`src/hw/tcc_pkg.sv`:
```
// shared constants of the timer capture/compare core
package tcc_pkg;
	// register indices; byte address is four times the index
	localparam logic [7:0] IX_FUNC_SEL  = 8'h80;
	localparam logic [7:0] IX_C7_MASK   = 8'h82;
	localparam logic [7:0] IX_C7_DATA   = 8'h83;
	localparam logic [7:0] IX_COUNT     = 8'h84;
	localparam logic [7:0] IX_SYS_CTRL  = 8'h86;
	localparam logic [7:0] IX_ACT_HI    = 8'h88;
	localparam logic [7:0] IX_ACT_LO    = 8'h89;
	localparam logic [7:0] IX_EDGE_HI   = 8'h8A;
	localparam logic [7:0] IX_EDGE_LO   = 8'h8B;
	localparam logic [7:0] IX_CH_IRQ_EN = 8'h8C;
	localparam logic [7:0] IX_OVF_PRE   = 8'h8D;
	localparam logic [7:0] IX_CH_FLAGS  = 8'h8E;
	localparam logic [7:0] IX_OVF_FLAG  = 8'h8F;
	localparam logic [3:0] IX_CH_BASE_HI = 4'h9;
	localparam logic [7:0] IX_PA_COUNT  = 8'hA2;
	localparam int         ADDR_W       = 10;
	// system control fields
	localparam int B_TIMER_ON   = 7;
	localparam int B_HALT_WAIT  = 6;
	localparam int B_HALT_DEBUG = 5;
	localparam int B_FAST_CLR   = 4;
	// overflow / prescale control fields
	localparam int B_OVF_IRQ_EN = 7;
	localparam int B_CLR_ON_CH7 = 3;
	localparam int B_OVF_FLAG   = 7;
	// prescaler
	localparam int         PRE_W      = 6;
	localparam logic [2:0] PRE_SEL_MAX = 3'h5;
	localparam logic [PRE_W-1:0] PRE_ALL_ONES = 6'h3F;
	// compare actions
	localparam logic [1:0] ACT_OFF = 2'h0;
	localparam logic [1:0] ACT_TOG = 2'h1;
	localparam logic [1:0] ACT_CLR = 2'h2;
	localparam logic [1:0] ACT_SET = 2'h3;
	// bus answers and reset values
	localparam logic [1:0]  RESP_OKAY   = 2'h0;
	localparam logic [1:0]  RESP_SLVERR = 2'h2;
	localparam logic [7:0]  RST_BYTE    = 8'h00;
	localparam logic [15:0] RST_WORD    = 16'h0000;
	localparam logic [15:0] CNT_MAX     = 16'hFFFF;
endpackage : tcc_pkg

```
`src/hw/tcc_tick_if.sv`:
```
// prescaler control and tick signals between core and prescaler
`timescale 1ns/1ns
`default_nettype none
interface tcc_tick_if;
	logic       active;
	logic [2:0] sel;
	logic       tick;
	logic       div64;
	modport ctrl (output active, output sel, input tick, input div64);
	modport pre  (input active, input sel, output tick, output div64);
endinterface : tcc_tick_if
`default_nettype wire

```
`src/hw/tcc_prescale.sv`:
```
// prescaler with synchronised selection change and divide-by-64 tick
`timescale 1ns/1ns
`default_nettype none
module tcc_prescale
	import tcc_pkg::*;
(
	input  wire logic clk,
	input  wire logic arst_n,
	tcc_tick_if.pre   tk
);
	logic [PRE_W-1:0] cnt_r;
	logic [2:0]       sel_r;
	logic [PRE_W-1:0] mask_w;
	logic [2:0]       sel_lim_w;

	// reserved codes behave as the largest factor
	assign sel_lim_w = (tk.sel > PRE_SEL_MAX) ? PRE_SEL_MAX : tk.sel;
	assign mask_w    = PRE_W'((7'h01 << sel_r) - 7'h01);
	assign tk.tick   = tk.active && ((cnt_r & mask_w) == '0);
	assign tk.div64  = tk.active && (cnt_r == PRE_ALL_ONES);

	always_ff @(posedge clk or negedge arst_n) begin
		if (!arst_n) begin
			cnt_r <= '0;
			sel_r <= '0;
		end else begin
			if (tk.active)
				cnt_r <= cnt_r + 6'h01;
			if (cnt_r == '0)
				sel_r <= sel_lim_w;
		end
	end
endmodule : tcc_prescale
`default_nettype wire

```
`src/hw/tcc_edge.sv`:
```
// per-channel capture edge detectors
`timescale 1ns/1ns
`default_nettype none
module tcc_edge
	import tcc_pkg::*;
(
	input  wire logic        clk,
	input  wire logic        arst_n,
	input  wire logic        active,
	input  wire logic [7:0]  pin_s,
	input  wire logic [15:0] edge_cfg,
	output logic      [7:0]  cap
);
	logic [7:0] prev_r;

	always_ff @(posedge clk or negedge arst_n) begin
		if (!arst_n)
			prev_r <= RST_BYTE;
		else
			prev_r <= pin_s;
	end

	for (genvar n = 0; n < 8; n++) begin : g_ch
		assign cap[n] = active &&
			((edge_cfg[2*n] && pin_s[n] && !prev_r[n]) ||
			 (edge_cfg[2*n+1] && !pin_s[n] && prev_r[n]));
	end
endmodule : tcc_edge
`default_nettype wire

```
`src/hw/tcc_core.sv`:
```
// timer capture/compare core with AXI4-Lite register slave
`timescale 1ns/1ns
`default_nettype none
module tcc_core
	import tcc_pkg::*;
(
	input  wire logic              CLK,
	input  wire logic              ARST_N,
	input  wire logic              AWVALID,
	output logic                   AWREADY,
	input  wire logic [ADDR_W-1:0] AWADDR,
	input  wire logic              WVALID,
	output logic                   WREADY,
	input  wire logic [31:0]       WDATA,
	input  wire logic [3:0]        WSTRB,
	output logic                   BVALID,
	input  wire logic              BREADY,
	output logic      [1:0]        BRESP,
	input  wire logic              ARVALID,
	output logic                   ARREADY,
	input  wire logic [ADDR_W-1:0] ARADDR,
	output logic                   RVALID,
	input  wire logic              RREADY,
	output logic      [31:0]       RDATA,
	output logic      [1:0]        RRESP,
	input  wire logic [7:0]        TP_IN,
	input  wire logic [7:0]        PORT_DIR,
	input  wire logic [7:0]        PORT_DATA,
	input  wire logic              WAIT_MODE,
	input  wire logic              DEBUG_MODE,
	input  wire logic              SPECIAL_MODE,
	output logic      [7:0]        TP_OUT,
	output logic      [7:0]        TP_OE,
	output logic      [7:0]        IRQ_CH,
	output logic                   IRQ_OVF,
	output logic                   PA_DIV64,
	output logic                   PA_FLAG_CLR
);
	////////////////////////////////////////////////////////////////////////
	// synchronisers
	logic [10:0] sy1_r, sy2_r;
	logic [7:0]  pin_s;
	logic        wait_s, dbg_s, spec_s;

	always_ff @(posedge CLK or negedge ARST_N) begin
		if (!ARST_N) begin
			sy1_r <= '0;
			sy2_r <= '0;
		end else begin
			sy1_r <= {SPECIAL_MODE, DEBUG_MODE, WAIT_MODE, TP_IN};
			sy2_r <= sy1_r;
		end
	end
	assign {spec_s, dbg_s, wait_s, pin_s} = sy2_r;

	////////////////////////////////////////////////////////////////////////
	// registers
	logic [7:0]  ios_r, c7m_r, c7d_r, system_control_r, act_hi_r, act_lo_r;
	logic [7:0]  edg_hi_r, edg_lo_r, ien_r, ovp_r, flg_r;
	logic        tof_r;
	logic [15:0] cnt_r;
	logic [15:0] tc_r [8];
	logic [7:0]  oc_r;

	////////////////////////////////////////////////////////////////////////
	// AXI4-Lite slave
	logic              awf_r, wf_r, awready_r, wready_r, bvalid_r;
	logic              arready_r, rvalid_r;
	logic [1:0]        bresp_r, rresp_r;
	logic [31:0]       rdata_r, wdata_r;
	logic [3:0]        wstrb_r;
	logic [7:0]        wix_r;
	logic              aw_fire, w_fire, ar_fire, wr_do;
	logic              awf_nxt, wf_nxt, bvalid_nxt, rvalid_nxt;
	logic [7:0]        rix;

	assign aw_fire    = AWVALID && awready_r;
	assign w_fire     = WVALID && wready_r;
	assign ar_fire    = ARVALID && arready_r;
	assign wr_do      = awf_r && wf_r && !bvalid_r;
	assign awf_nxt    = (awf_r || aw_fire) && !wr_do;
	assign wf_nxt     = (wf_r || w_fire) && !wr_do;
	assign bvalid_nxt = wr_do || (bvalid_r && !BREADY);
	assign rvalid_nxt = ar_fire || (rvalid_r && !RREADY);
	assign rix        = ARADDR[ADDR_W-1:2];

	function automatic logic mapped(input logic [7:0] ix);
		mapped = (ix >= IX_FUNC_SEL && ix <= IX_OVF_FLAG
			&& ix != 8'h81 && ix != 8'h85 && ix != 8'h87)
			|| (ix[7:4] == IX_CH_BASE_HI && !ix[0])
			|| ix == IX_PA_COUNT;
	endfunction : mapped

	// channel register hits
	logic       w_tc, r_tc;
	logic [2:0] w_ch, r_ch;
	assign w_tc = wr_do && wix_r[7:4] == IX_CH_BASE_HI && !wix_r[0];
	assign r_tc = ar_fire && rix[7:4] == IX_CH_BASE_HI && !rix[0];
	assign w_ch = wix_r[3:1];
	assign r_ch = rix[3:1];

	logic [31:0] rmux;
	always_comb begin
		rmux = '0;
		case (rix)
			IX_FUNC_SEL:  rmux[7:0] = ios_r;
			IX_C7_MASK:   rmux[7:0] = c7m_r;
			IX_C7_DATA:   rmux[7:0] = c7d_r;
			IX_COUNT:     rmux[15:0] = cnt_r;
			IX_SYS_CTRL:  rmux[7:0] = system_control_r;
			IX_ACT_HI:    rmux[7:0] = act_hi_r;
			IX_ACT_LO:    rmux[7:0] = act_lo_r;
			IX_EDGE_HI:   rmux[7:0] = edg_hi_r;
			IX_EDGE_LO:   rmux[7:0] = edg_lo_r;
			IX_CH_IRQ_EN: rmux[7:0] = ien_r;
			IX_OVF_PRE:   rmux[7:0] = ovp_r;
			IX_CH_FLAGS:  rmux[7:0] = flg_r;
			IX_OVF_FLAG:  rmux[B_OVF_FLAG] = tof_r;
			default:      rmux[15:0] = r_tc ? tc_r[r_ch] : RST_WORD;
		endcase
	end

	always_ff @(posedge CLK or negedge ARST_N) begin
		if (!ARST_N) begin
			awf_r <= 1'b0;
			wf_r <= 1'b0;
			awready_r <= 1'b0;
			wready_r <= 1'b0;
			bvalid_r <= 1'b0;
			bresp_r <= RESP_OKAY;
			wix_r <= RST_BYTE;
			wdata_r <= '0;
			wstrb_r <= '0;
		end else begin
			awf_r <= awf_nxt;
			wf_r <= wf_nxt;
			awready_r <= !awf_nxt && !bvalid_nxt;
			wready_r <= !wf_nxt && !bvalid_nxt;
			bvalid_r <= bvalid_nxt;
			if (aw_fire)
				wix_r <= AWADDR[ADDR_W-1:2];
			if (w_fire) begin
				wdata_r <= WDATA;
				wstrb_r <= WSTRB;
			end
			if (wr_do)
				bresp_r <= mapped(wix_r) ? RESP_OKAY : RESP_SLVERR;
		end
	end

	always_ff @(posedge CLK or negedge ARST_N) begin
		if (!ARST_N) begin
			arready_r <= 1'b0;
			rvalid_r <= 1'b0;
			rdata_r <= '0;
			rresp_r <= RESP_OKAY;
		end else begin
			arready_r <= !rvalid_nxt;
			rvalid_r <= rvalid_nxt;
			if (ar_fire) begin
				rdata_r <= rmux;
				rresp_r <= mapped(rix) ? RESP_OKAY : RESP_SLVERR;
			end
		end
	end

	////////////////////////////////////////////////////////////////////////
	// prescaler, edge detectors, compare
	tcc_tick_if tk ();
	logic        active;
	logic [7:0]  cap, match, force_w, oc_nxt;
	logic [15:0] act_w;
	logic        ch7_hit, wrap, fast;

	assign active = system_control_r[B_TIMER_ON]
		&& !(wait_s && system_control_r[B_HALT_WAIT])
		&& !(dbg_s && system_control_r[B_HALT_DEBUG]);
	assign tk.active = active;
	assign tk.sel    = ovp_r[2:0];
	assign act_w     = {act_hi_r, act_lo_r};
	assign fast      = system_control_r[B_FAST_CLR];

	tcc_prescale u_pre (.clk(CLK), .arst_n(ARST_N), .tk(tk));
	tcc_edge u_edge (
		.clk(CLK), .arst_n(ARST_N), .active(active), .pin_s(pin_s),
		.edge_cfg({edg_hi_r, edg_lo_r}), .cap(cap));

	for (genvar n = 0; n < 8; n++) begin : g_ch
		logic [1:0] a;
		logic       base;
		assign a = act_w[2*n+1:2*n];
		assign match[n] = tk.tick && ios_r[n] && cnt_r == tc_r[n];
		assign base = !match[n] ? oc_r[n] :
			a == ACT_TOG ? !oc_r[n] :
			a == ACT_CLR ? 1'b0 :
			a == ACT_SET ? 1'b1 : oc_r[n];
		assign oc_nxt[n] = (ch7_hit && c7m_r[n]) ? c7d_r[n] : base;
		assign force_w[n] = (a != ACT_OFF) || (ios_r[n] && c7m_r[n]);
	end
	assign ch7_hit = match[7];
	// wrap only when counting past all ones
	assign wrap = tk.tick && cnt_r == CNT_MAX
		&& !(ch7_hit && ovp_r[B_CLR_ON_CH7]);

	////////////////////////////////////////////////////////////////////////
	// counter, flags, channel values
	logic w8, w16, rd_cnt, wr_cnt, pa_acc;
	logic [7:0] flg_clr;
	assign w8     = wr_do && wstrb_r[0];
	assign w16    = wr_do && wstrb_r[1:0] == 2'h3;
	assign rd_cnt = ar_fire && rix == IX_COUNT;
	assign wr_cnt = wr_do && wix_r == IX_COUNT;
	assign pa_acc = (ar_fire && rix == IX_PA_COUNT)
		|| (wr_do && wix_r == IX_PA_COUNT);

	for (genvar n = 0; n < 8; n++) begin : g_clr
		assign flg_clr[n] =
			(w8 && wix_r == IX_CH_FLAGS && wdata_r[n])
			|| (fast && r_tc && r_ch == n && !ios_r[n])
			|| (fast && w_tc && w_ch == n && ios_r[n]);
	end

	always_ff @(posedge CLK or negedge ARST_N) begin
		if (!ARST_N) begin
			cnt_r <= RST_WORD;
		end else if (w16 && wix_r == IX_COUNT && spec_s) begin
			cnt_r <= wdata_r[15:0];
		end else if (tk.tick) begin
			if (ch7_hit && ovp_r[B_CLR_ON_CH7])
				cnt_r <= RST_WORD;
			else
				cnt_r <= cnt_r + 16'h0001;
		end
	end

	always_ff @(posedge CLK or negedge ARST_N) begin
		if (!ARST_N) begin
			flg_r <= RST_BYTE;
			tof_r <= 1'b0;
		end else begin
			flg_r <= (flg_r & ~flg_clr) | match | (cap & ~ios_r);
			tof_r <= (tof_r && !(w8 && wix_r == IX_OVF_FLAG
				&& wdata_r[B_OVF_FLAG])
				&& !(fast && (rd_cnt || wr_cnt))) || wrap;
		end
	end

	for (genvar n = 0; n < 8; n++) begin : g_tc
		always_ff @(posedge CLK or negedge ARST_N) begin
			if (!ARST_N)
				tc_r[n] <= RST_WORD;
			else if (cap[n] && !ios_r[n])
				tc_r[n] <= cnt_r;
			else if (w16 && w_tc && w_ch == n && ios_r[n])
				tc_r[n] <= wdata_r[15:0];
		end
	end

	always_ff @(posedge CLK or negedge ARST_N) begin
		if (!ARST_N) begin
			ios_r <= RST_BYTE;
			c7m_r <= RST_BYTE;
			c7d_r <= RST_BYTE;
			system_control_r <= RST_BYTE;
			act_hi_r <= RST_BYTE;
			act_lo_r <= RST_BYTE;
			edg_hi_r <= RST_BYTE;
			edg_lo_r <= RST_BYTE;
			ien_r <= RST_BYTE;
			ovp_r <= RST_BYTE;
		end else if (w8) begin
			case (wix_r)
				IX_FUNC_SEL:  ios_r <= wdata_r[7:0];
				IX_C7_MASK:   c7m_r <= wdata_r[7:0];
				IX_C7_DATA:   c7d_r <= wdata_r[7:0];
				IX_SYS_CTRL:  system_control_r <= wdata_r[7:0];
				IX_ACT_HI:    act_hi_r <= wdata_r[7:0];
				IX_ACT_LO:    act_lo_r <= wdata_r[7:0];
				IX_EDGE_HI:   edg_hi_r <= wdata_r[7:0];
				IX_EDGE_LO:   edg_lo_r <= wdata_r[7:0];
				IX_CH_IRQ_EN: ien_r <= wdata_r[7:0];
				IX_OVF_PRE:   ovp_r <= wdata_r[7:0];
				default:      ios_r <= ios_r;
			endcase
		end
	end

	////////////////////////////////////////////////////////////////////////
	// pins and requests
	logic [7:0] tp_out_r, tp_oe_r, irq_ch_r;
	logic       irq_ovf_r, div64_r, paclr_r;

	always_ff @(posedge CLK or negedge ARST_N) begin
		if (!ARST_N) begin
			oc_r <= RST_BYTE;
			tp_out_r <= RST_BYTE;
			tp_oe_r <= RST_BYTE;
			irq_ch_r <= RST_BYTE;
			irq_ovf_r <= 1'b0;
			div64_r <= 1'b0;
			paclr_r <= 1'b0;
		end else begin
			oc_r <= oc_nxt;
			tp_out_r <= (force_w & oc_nxt) | (~force_w & PORT_DATA);
			tp_oe_r <= force_w | PORT_DIR;
			irq_ch_r <= flg_r & ien_r;
			irq_ovf_r <= tof_r && ovp_r[B_OVF_IRQ_EN];
			div64_r <= tk.div64;
			paclr_r <= fast && pa_acc;
		end
	end

	assign AWREADY = awready_r;
	assign WREADY = wready_r;
	assign BVALID = bvalid_r;
	assign BRESP = bresp_r;
	assign ARREADY = arready_r;
	assign RVALID = rvalid_r;
	assign RDATA = rdata_r;
	assign RRESP = rresp_r;
	assign TP_OUT = tp_out_r;
	assign TP_OE = tp_oe_r;
	assign IRQ_CH = irq_ch_r;
	assign IRQ_OVF = irq_ovf_r;
	assign PA_DIV64 = div64_r;
	assign PA_FLAG_CLR = paclr_r;

	for (genvar n = 0; n < 8; n++) begin : g_cap_chk

	end
endmodule : tcc_core
`default_nettype wire

```
`config.mk`:
```
export PLATFORM = sky130hd
export DESIGN_NAME = tcc_core
export DESIGN_NICKNAME = d
export VERILOG_FILES = /design/src/hw/tcc_pkg.sv /design/src/hw/tcc_tick_if.sv /design/src/hw/tcc_prescale.sv /design/src/hw/tcc_edge.sv /design/src/hw/tcc_core.sv
export SDC_FILE = /design/constraint.sdc
export NUM_CORES = 1
export LEC_CHECK = 0
export BUFFER_PORTS_ARGS = -buffer_cell sky130_fd_sc_hd__buf_2
export CAP_MARGIN = 20
export CORE_AREA = 2 2 176 178
export DETAILED_ROUTE_END_ITERATION = 6
export DIE_AREA = 0 0 178 180
export PLACE_DENSITY = 0.89
export SETUP_SLACK_MARGIN = 0.2
export SLEW_MARGIN = 20
export SYNTH_ARGS = -nofsm -noshare
export SYNTH_HDL_FRONTEND = slang
export SYNTH_SLANG_ARGS = --single-unit
```
`constraint.sdc`:
```
create_clock -name CLK -period 6.6 [get_ports CLK]
set_input_delay 1.32 -clock CLK [delete_from_list [all_inputs] [get_ports CLK]]
set_output_delay 1.32 -clock CLK [all_outputs]
set_load 0.05 [all_outputs]
```
; After elaboration in Yosys (flattened, before gate mapping)
; Index checks and enable logic that the tools add are counted.
[word_totals]
ff_bits = 360
word_cells = 535
in_bits = 90
output_inout_bits = 68
[classes]
add_sub_neg = 3
n_mux = 69
eq_ne = 85
shift = 1
n_bitwise = 14
n_reduce_logical = 311
order_cmp = 6
[ops]
columns = cell, count
row1 = 2-to-1 mux 16 bit, 22
row2 = "equality test 8 bit, second input constant", 28
row3 = logical AND 1 bit, 189
row4 = equality test 16 bit, 8
row5 = case mux 7 bit (13 select lines), 1
row6 = binary-select mux 16 bit (select 3 bit), 1
row7 = "inequality test 8 bit, second input constant", 6
row8 = logical NOT 1 bit, 47
row9 = logical OR 1 bit, 43
row10 = bitwise AND 8 bit, 5
row11 = 2-to-1 mux 1 bit, 40
row12 = "equality test 2 bit, second input constant", 17
row13 = nonzero test 2 bit, 17
row14 = bitwise OR 8 bit, 4
row15 = "equality test 3 bit, second input constant", 8
row16 = inverter 8 bit, 3
row17 = AND reduction 2 bit, 10
row18 = "adder 16 x 1 -> 16 bit, second input constant", 1
row19 = "equality test 16 bit, second input constant", 1
row20 = "equality test 2 x 1 -> 1 bit, second input constant", 8
row21 = ">= comparator 8 bit, second input constant", 2
row22 = "<= comparator 8 bit, second input constant", 2
row23 = case mux 8 bit (2 select lines), 1
row24 = case mux 1 bit (13 select lines), 1
row25 = 16 further kinds, 24

; Depth between registers and ports, before layout
[logic_depth]
ltp_word = 12
depth_mapped = 10
mapped_depth_nobuf = 9

; By module
; From an unflattened synthesis, not the netlist that was laid out.
[unflattened]
hier_cells = 1881
area_unflattened_um2 = 19673.9
[modules_own_cells]
columns = mod, area_each_um2, instances, cells_per_inst, seq_area_each_um2
row1 = tcc_core, 18781.8, 1, 1794, 8533.2
row2 = tcc_prescale, 505.5, 1, 53, 225.2
row3 = tcc_edge, 386.6, 1, 34, 200.2

; Least setup slack after synthesis
; Ideal clock, no wire load.
[synth_path]
kind = input to register
from = in ARADDR[3]
to = reg rdata_r[6] (netlist: RDATA[6])
path_buffers = 4
t_required_ps = 6469
arrival_time_ps = 3010
stages = 8
slack_ps = 3460
setup_ps = 131
path_cell_list = clkbuf_1 -> buf_2 -> clkbuf_1 -> buf_1 -> mux2i_1 -> o32ai_1 -> nor4_1 -> o31ai_1
[synth_between]
elab_chain_len = 6
elab_cells_between_ends = 19
classes_between = eq/ne (13) / mux (5) / bitwise (1)
[synth_lines]
columns = element, line_no
row1 = "start, declared", tcc_core.sv:21  ; input wire logic [ADDR_W-1:0] ARADDR,
row2 = inverter 3 -> 4 bit (implied by the code), tcc_core.sv:119  ; default: rmux[15:0] = r_tc ? tc_r[r_ch] : RST_WORD;
row3 = binary-select mux 16 bit (select 3 bit), tcc_core.sv:119
row4 = 2-to-1 mux 16 bit (implied by the code) (2 in a row), tcc_core.sv:119
row5 = 2-to-1 mux 16 bit, tcc_core.sv:119
row6 = case mux 7 bit (13 select lines) *, tcc_core.sv:105  ; case (rix)
row7 = "end signal, assigned", tcc_core.sv:161  ; rdata_r <= rmux;
row8 = "end, declared", tcc_core.sv:70  ; logic [31:0] rdata_r, wdata_r;
; Mark *: on every way between the ends. The rest lies on a longest branch, timed or not. The select of a mux whose other input is x is not followed.
; A chain may end at the register's enable or synchronous reset.

; Worst setup path after layout
[layout_path]
from = reg u_pre.sel_r[1]
to = reg oc_r[1]
[layout_between]
elab_chain_len = 9
elab_cells_between_ends = 12
classes_between = add/sub (1) / shift (1) / mux (2) / bitwise (1) / reduce/logical (7)
[layout_lines]
columns = element, line_no
row1 = "start, declared", tcc_prescale.sv:12  ; logic [2:0] sel_r;
row2 = "start signal, assigned", tcc_prescale.sv:30  ; sel_r <= sel_lim_w;
row3 = left shift 1 x 3 -> 6 bit *, tcc_prescale.sv:18  ; assign mask_w = PRE_W'((7'h01 << sel_r) - 7'h01);
row4 = subtractor 6 x 1 -> 6 bit *, tcc_prescale.sv:18
row5 = bitwise AND 6 bit *, tcc_prescale.sv:19  ; assign tk.tick = tk.active && ((cnt_r & mask_w) == '0);
row6 = logical NOT 6 bit *, tcc_prescale.sv:19
row7 = logical AND 1 bit *, tcc_prescale.sv:19
row8 = logical AND 1 bit (2 in a row), tcc_core.sv:192  ; assign match[n] = tk.tick && ios_r[n] && cnt_r == tc_r[n];
row9 = 2-to-1 mux 1 bit or logical AND 1 bit (tied branches), "tcc_core.sv:193, tcc_core.sv:197"
row10 = 2-to-1 mux 1 bit *, tcc_core.sv:197  ; assign oc_nxt[n] = (ch7_hit && c7m_r[n]) ? c7d_r[n] : base;
row11 = named net oc_nxt[1], tcc_core.sv:171  ; logic [7:0] cap, match, force_w, oc_nxt;
row12 = "end signal, assigned", tcc_core.sv:303  ; oc_r <= oc_nxt;
row13 = "end, declared", tcc_core.sv:63  ; logic [7:0] oc_r;
; Mark *: on every way through the listed nets, which the timed path passes. The rest lies on a longest branch.

==> results.json <==
{
  "status": "finished, final reports clean",
  "route.detailed.drc": 0,
  "synthFlopType": "dfrtp_1",
  "die_w_um": 178,
  "core_area_sq_um": 30200,
  "final_nets": 2029,
  "end_kind": "flop",
  "clk_latency_ps": 530,
  "cts.reportedPaths.clkPinSlew_ps": 60,
  "tns_ps": 0,
  "yosys_warnings": 0,
  "drt_pass1_iterations": 6,
  "io_buffers": 117,
  "rsz0062_at_grt": "no",
  "num_io_pins": 158,
  "setup_viol": 0,
  "relSlewSlack": 0.210,
  "routed_wl_um": 62700,
  "cp-start-kind": "flop",
  "r2r_slack_ps": 3000,
  "cts_num_sinks": 358,
  "gp_congestion": 0.998,
  "gr-usage-all-layers": 0.397,
  "hpwl_um": 41400,
  "crit_type": "flop to flop",
  "worst_ep_required_time_ps": 7000,
  "worstMarginPinSlew_ps": 1180,
  "hold_viol_final": 0,
  "dr.first_iter.drc_count": 2362,
  "overflow": 0,
  "final_area_sq_um": 21700,
  "fmax_ghz": 0.278,
  "synth-seq-cells": 358,
  "ant_nets": 0,
  "power.leakage_nw": 9.13,
  "die_area_sq_um": 32000,
  "placed_area_sq_um": 20400,
  "fin_crit_sh": 0.545,
  "cts_hold_buf": 0,
  "crit_arrival_ps": 4000,
  "vias": 16500,
  "htree_levels": 2,
  "grt_pass1_wl_um": 96400,
  "avgSynthCellArea_sq_um": 10.3,
  "start_util": 0.651,
  "clockRootBuffer": "clkbuf_16",
  "power_mw": 6.34,
  "synth_seq_area_share": 0.456,
  "fin_skew_ps": 11.1,
  "grt_pass1_vias": 16600,
  "max-cap-violations": 0,
  "cts_tree": "built",
  "powerDensity_nw_per_um2": 292,
  "synth_cell_type_count": 71,
  "critPathMaxFanout": 23,
  "fin_crit_ps": 3600,
  "synth_edf_count": 0,
  "grt_max_degree": 127,
  "synth_area_sq_um": 19600,
  "postCtsSetupBuffers": 0,
  "cts_resized": 0,
  "slew_viol_final": 0,
  "cts_made_buffers": 39,
  "synthCells": 1900,
  "hold_class": "flop to flop",
  "cts_buffer_depth": 3,
  "placementRows": 64,
  "die_y_um": 180,
  "routed_via_density": 7.01,
  "nFillCells": 1977,
  "layout-drive-gt1-share": 0.203,
  "synthArstFlopShare": 1.00,
  "ir_worst_vdd_mv": 0.275,
  "wl_per_cell_um": 26.6,
  "syn2layout_area_growth_pct": 10.5,
  "antenna_found_initial": 0
}
==> area by class of cell <==
cell class	instances	area, sq um	area share
clock buffers	54	1140	0.0527
multi-input cells	1357	9970	0.459
clock inverters	12	146	0.00674
flip-flops and latches	358	8960	0.413
diodes	1	2.50	0.000115
inverters	27	101	0.00467
repair buffers	152	890	0.0410
well taps	396	495	0.0228
==> logic make-up (layout without fill, tap and decap cells) <==
family                   Yosys count  after routing  share of synthesized area
AO/OA/AOI/OAI                    368            368                      0.117
AND/OR/NAND/NOR                  529            529                      0.134
multiplexers                     303            303                      0.185
flip-flops                       358            358                      0.456
adder cells (fa/ha/maj)            4              4                    0.00255
XOR/XNOR                         135            135                     0.0602
other                              1             19                   0.000191
buffers and inverters            202            245                     0.0448
==> metrics by stage <==
stage	util	std cells	hold WS, ps	setup WS [ps]
floorplan	-	1917	331	3460
global placement	0.676	2289	334	2640
detailed placement	0.676	2289	336	2590
CTS	0.718	2355	343	2860
global route	0.719	2356	350	2910
finish	0.719	2357	344	3000
==> cells in the final DEF (no fill, tap or decap), drive strengths merged, types with 21 or more instances in the layout <==
cell type	n
a211oi	21
a21oi	163
buf	152
clkbuf	54
dfrtp	358
inv	27
mux2	103
mux2i	162
mux4	38
nand2	93
nand3	44
nand4	38
nor2	186
nor3	33
o21ai	66
xnor2	97
xor2	38
==> Yosys cell counts, types with 9 or more instances <==
library cell,count,area (sq um)
a221oi_1,9,78.8
buf_1,28,105
a211oi_1,21,158
mux2_2,103,1160
nor3b_1,10,75.1
xnor2_1,97,850
inv_1,27,101
nor3_1,30,150
nand4_1,37,231
nand3b_1,11,82.6
xor2_1,38,333
buf_2,20,100
a41oi_1,9,78.8
a21oi_1,163,816
a32oi_1,14,123
nor4_1,18,113
nor2_1,186,698
and2_1,12,75.1
nand2_1,93,349
nand2b_1,17,106
and3_1,19,119
clkbuf_1,105,394
o21ai_0,64,320
mux2i_1,162,1620
buf_4,18,135
a31o_2,10,87.6
nand3_1,44,220
mux4_2,38,856
or3_1,14,87.6
dfrtp_1,358,8960
==> registers in the layout, summed over array words and instances (netlist names), 11 cells and up <==
signal	cells
sy2_r	11
tc_r	128
sy1_r	11
cnt_r	16
RDATA	16
wdata_r	16
==> where the power goes <==
part           total (mW)  leakage [nW]  internal [mW]  switching (mW)
Sequential           2.97          4.72           2.39           0.577
Clock                2.23         0.629           1.33           0.906
Combinational        1.14          3.78          0.467           0.671
==> per-layer routing <==
metal	GRT usage	routed length, um	vias to the layer above	share of wire
li1	-	-	6857	-
met1	0.510	22000	8070	0.35
met2	0.593	27800	1256	0.44
met5	0	0	-	0
met4	0.217	4240	0	0.068
met3	0.134	8590	329	0.14
==> path summary, 6_finish.rpt <==
check	startpoint	endpoint	cells past startpoint
min reg2reg	sy1_r[3]$_DFF_PN0_	sy2_r[3]$_DFF_PN0_	0
min	sy1_r[3]$_DFF_PN0_	sy2_r[3]$_DFF_PN0_	0
min in group asynchronous	ARST_N	u_pre.cnt_r[4]$_DFFE_PN0P_	1
max in group asynchronous	ARST_N	tc_r[40]$_DFFE_PN0P_	2
max reg2reg	u_pre.sel_r[1]$_DFFE_PN0N_	oc_r[1]$_DFF_PN0_	10
max	u_pre.sel_r[1]$_DFFE_PN0N_	oc_r[1]$_DFF_PN0_	10
==> critical path: stages (launching register included) <==
cell and delay (ps):
dfrtp_1 460, or3_1 390, ha_1 240, nor3b_1 150, o31a_1 350, a2111o_1 410
buf_4 260, nor3_4 740, buf_6 250, nand2_1 80, mux2i_1 130
Note: power is estimated with default switching activity, not from simulation.
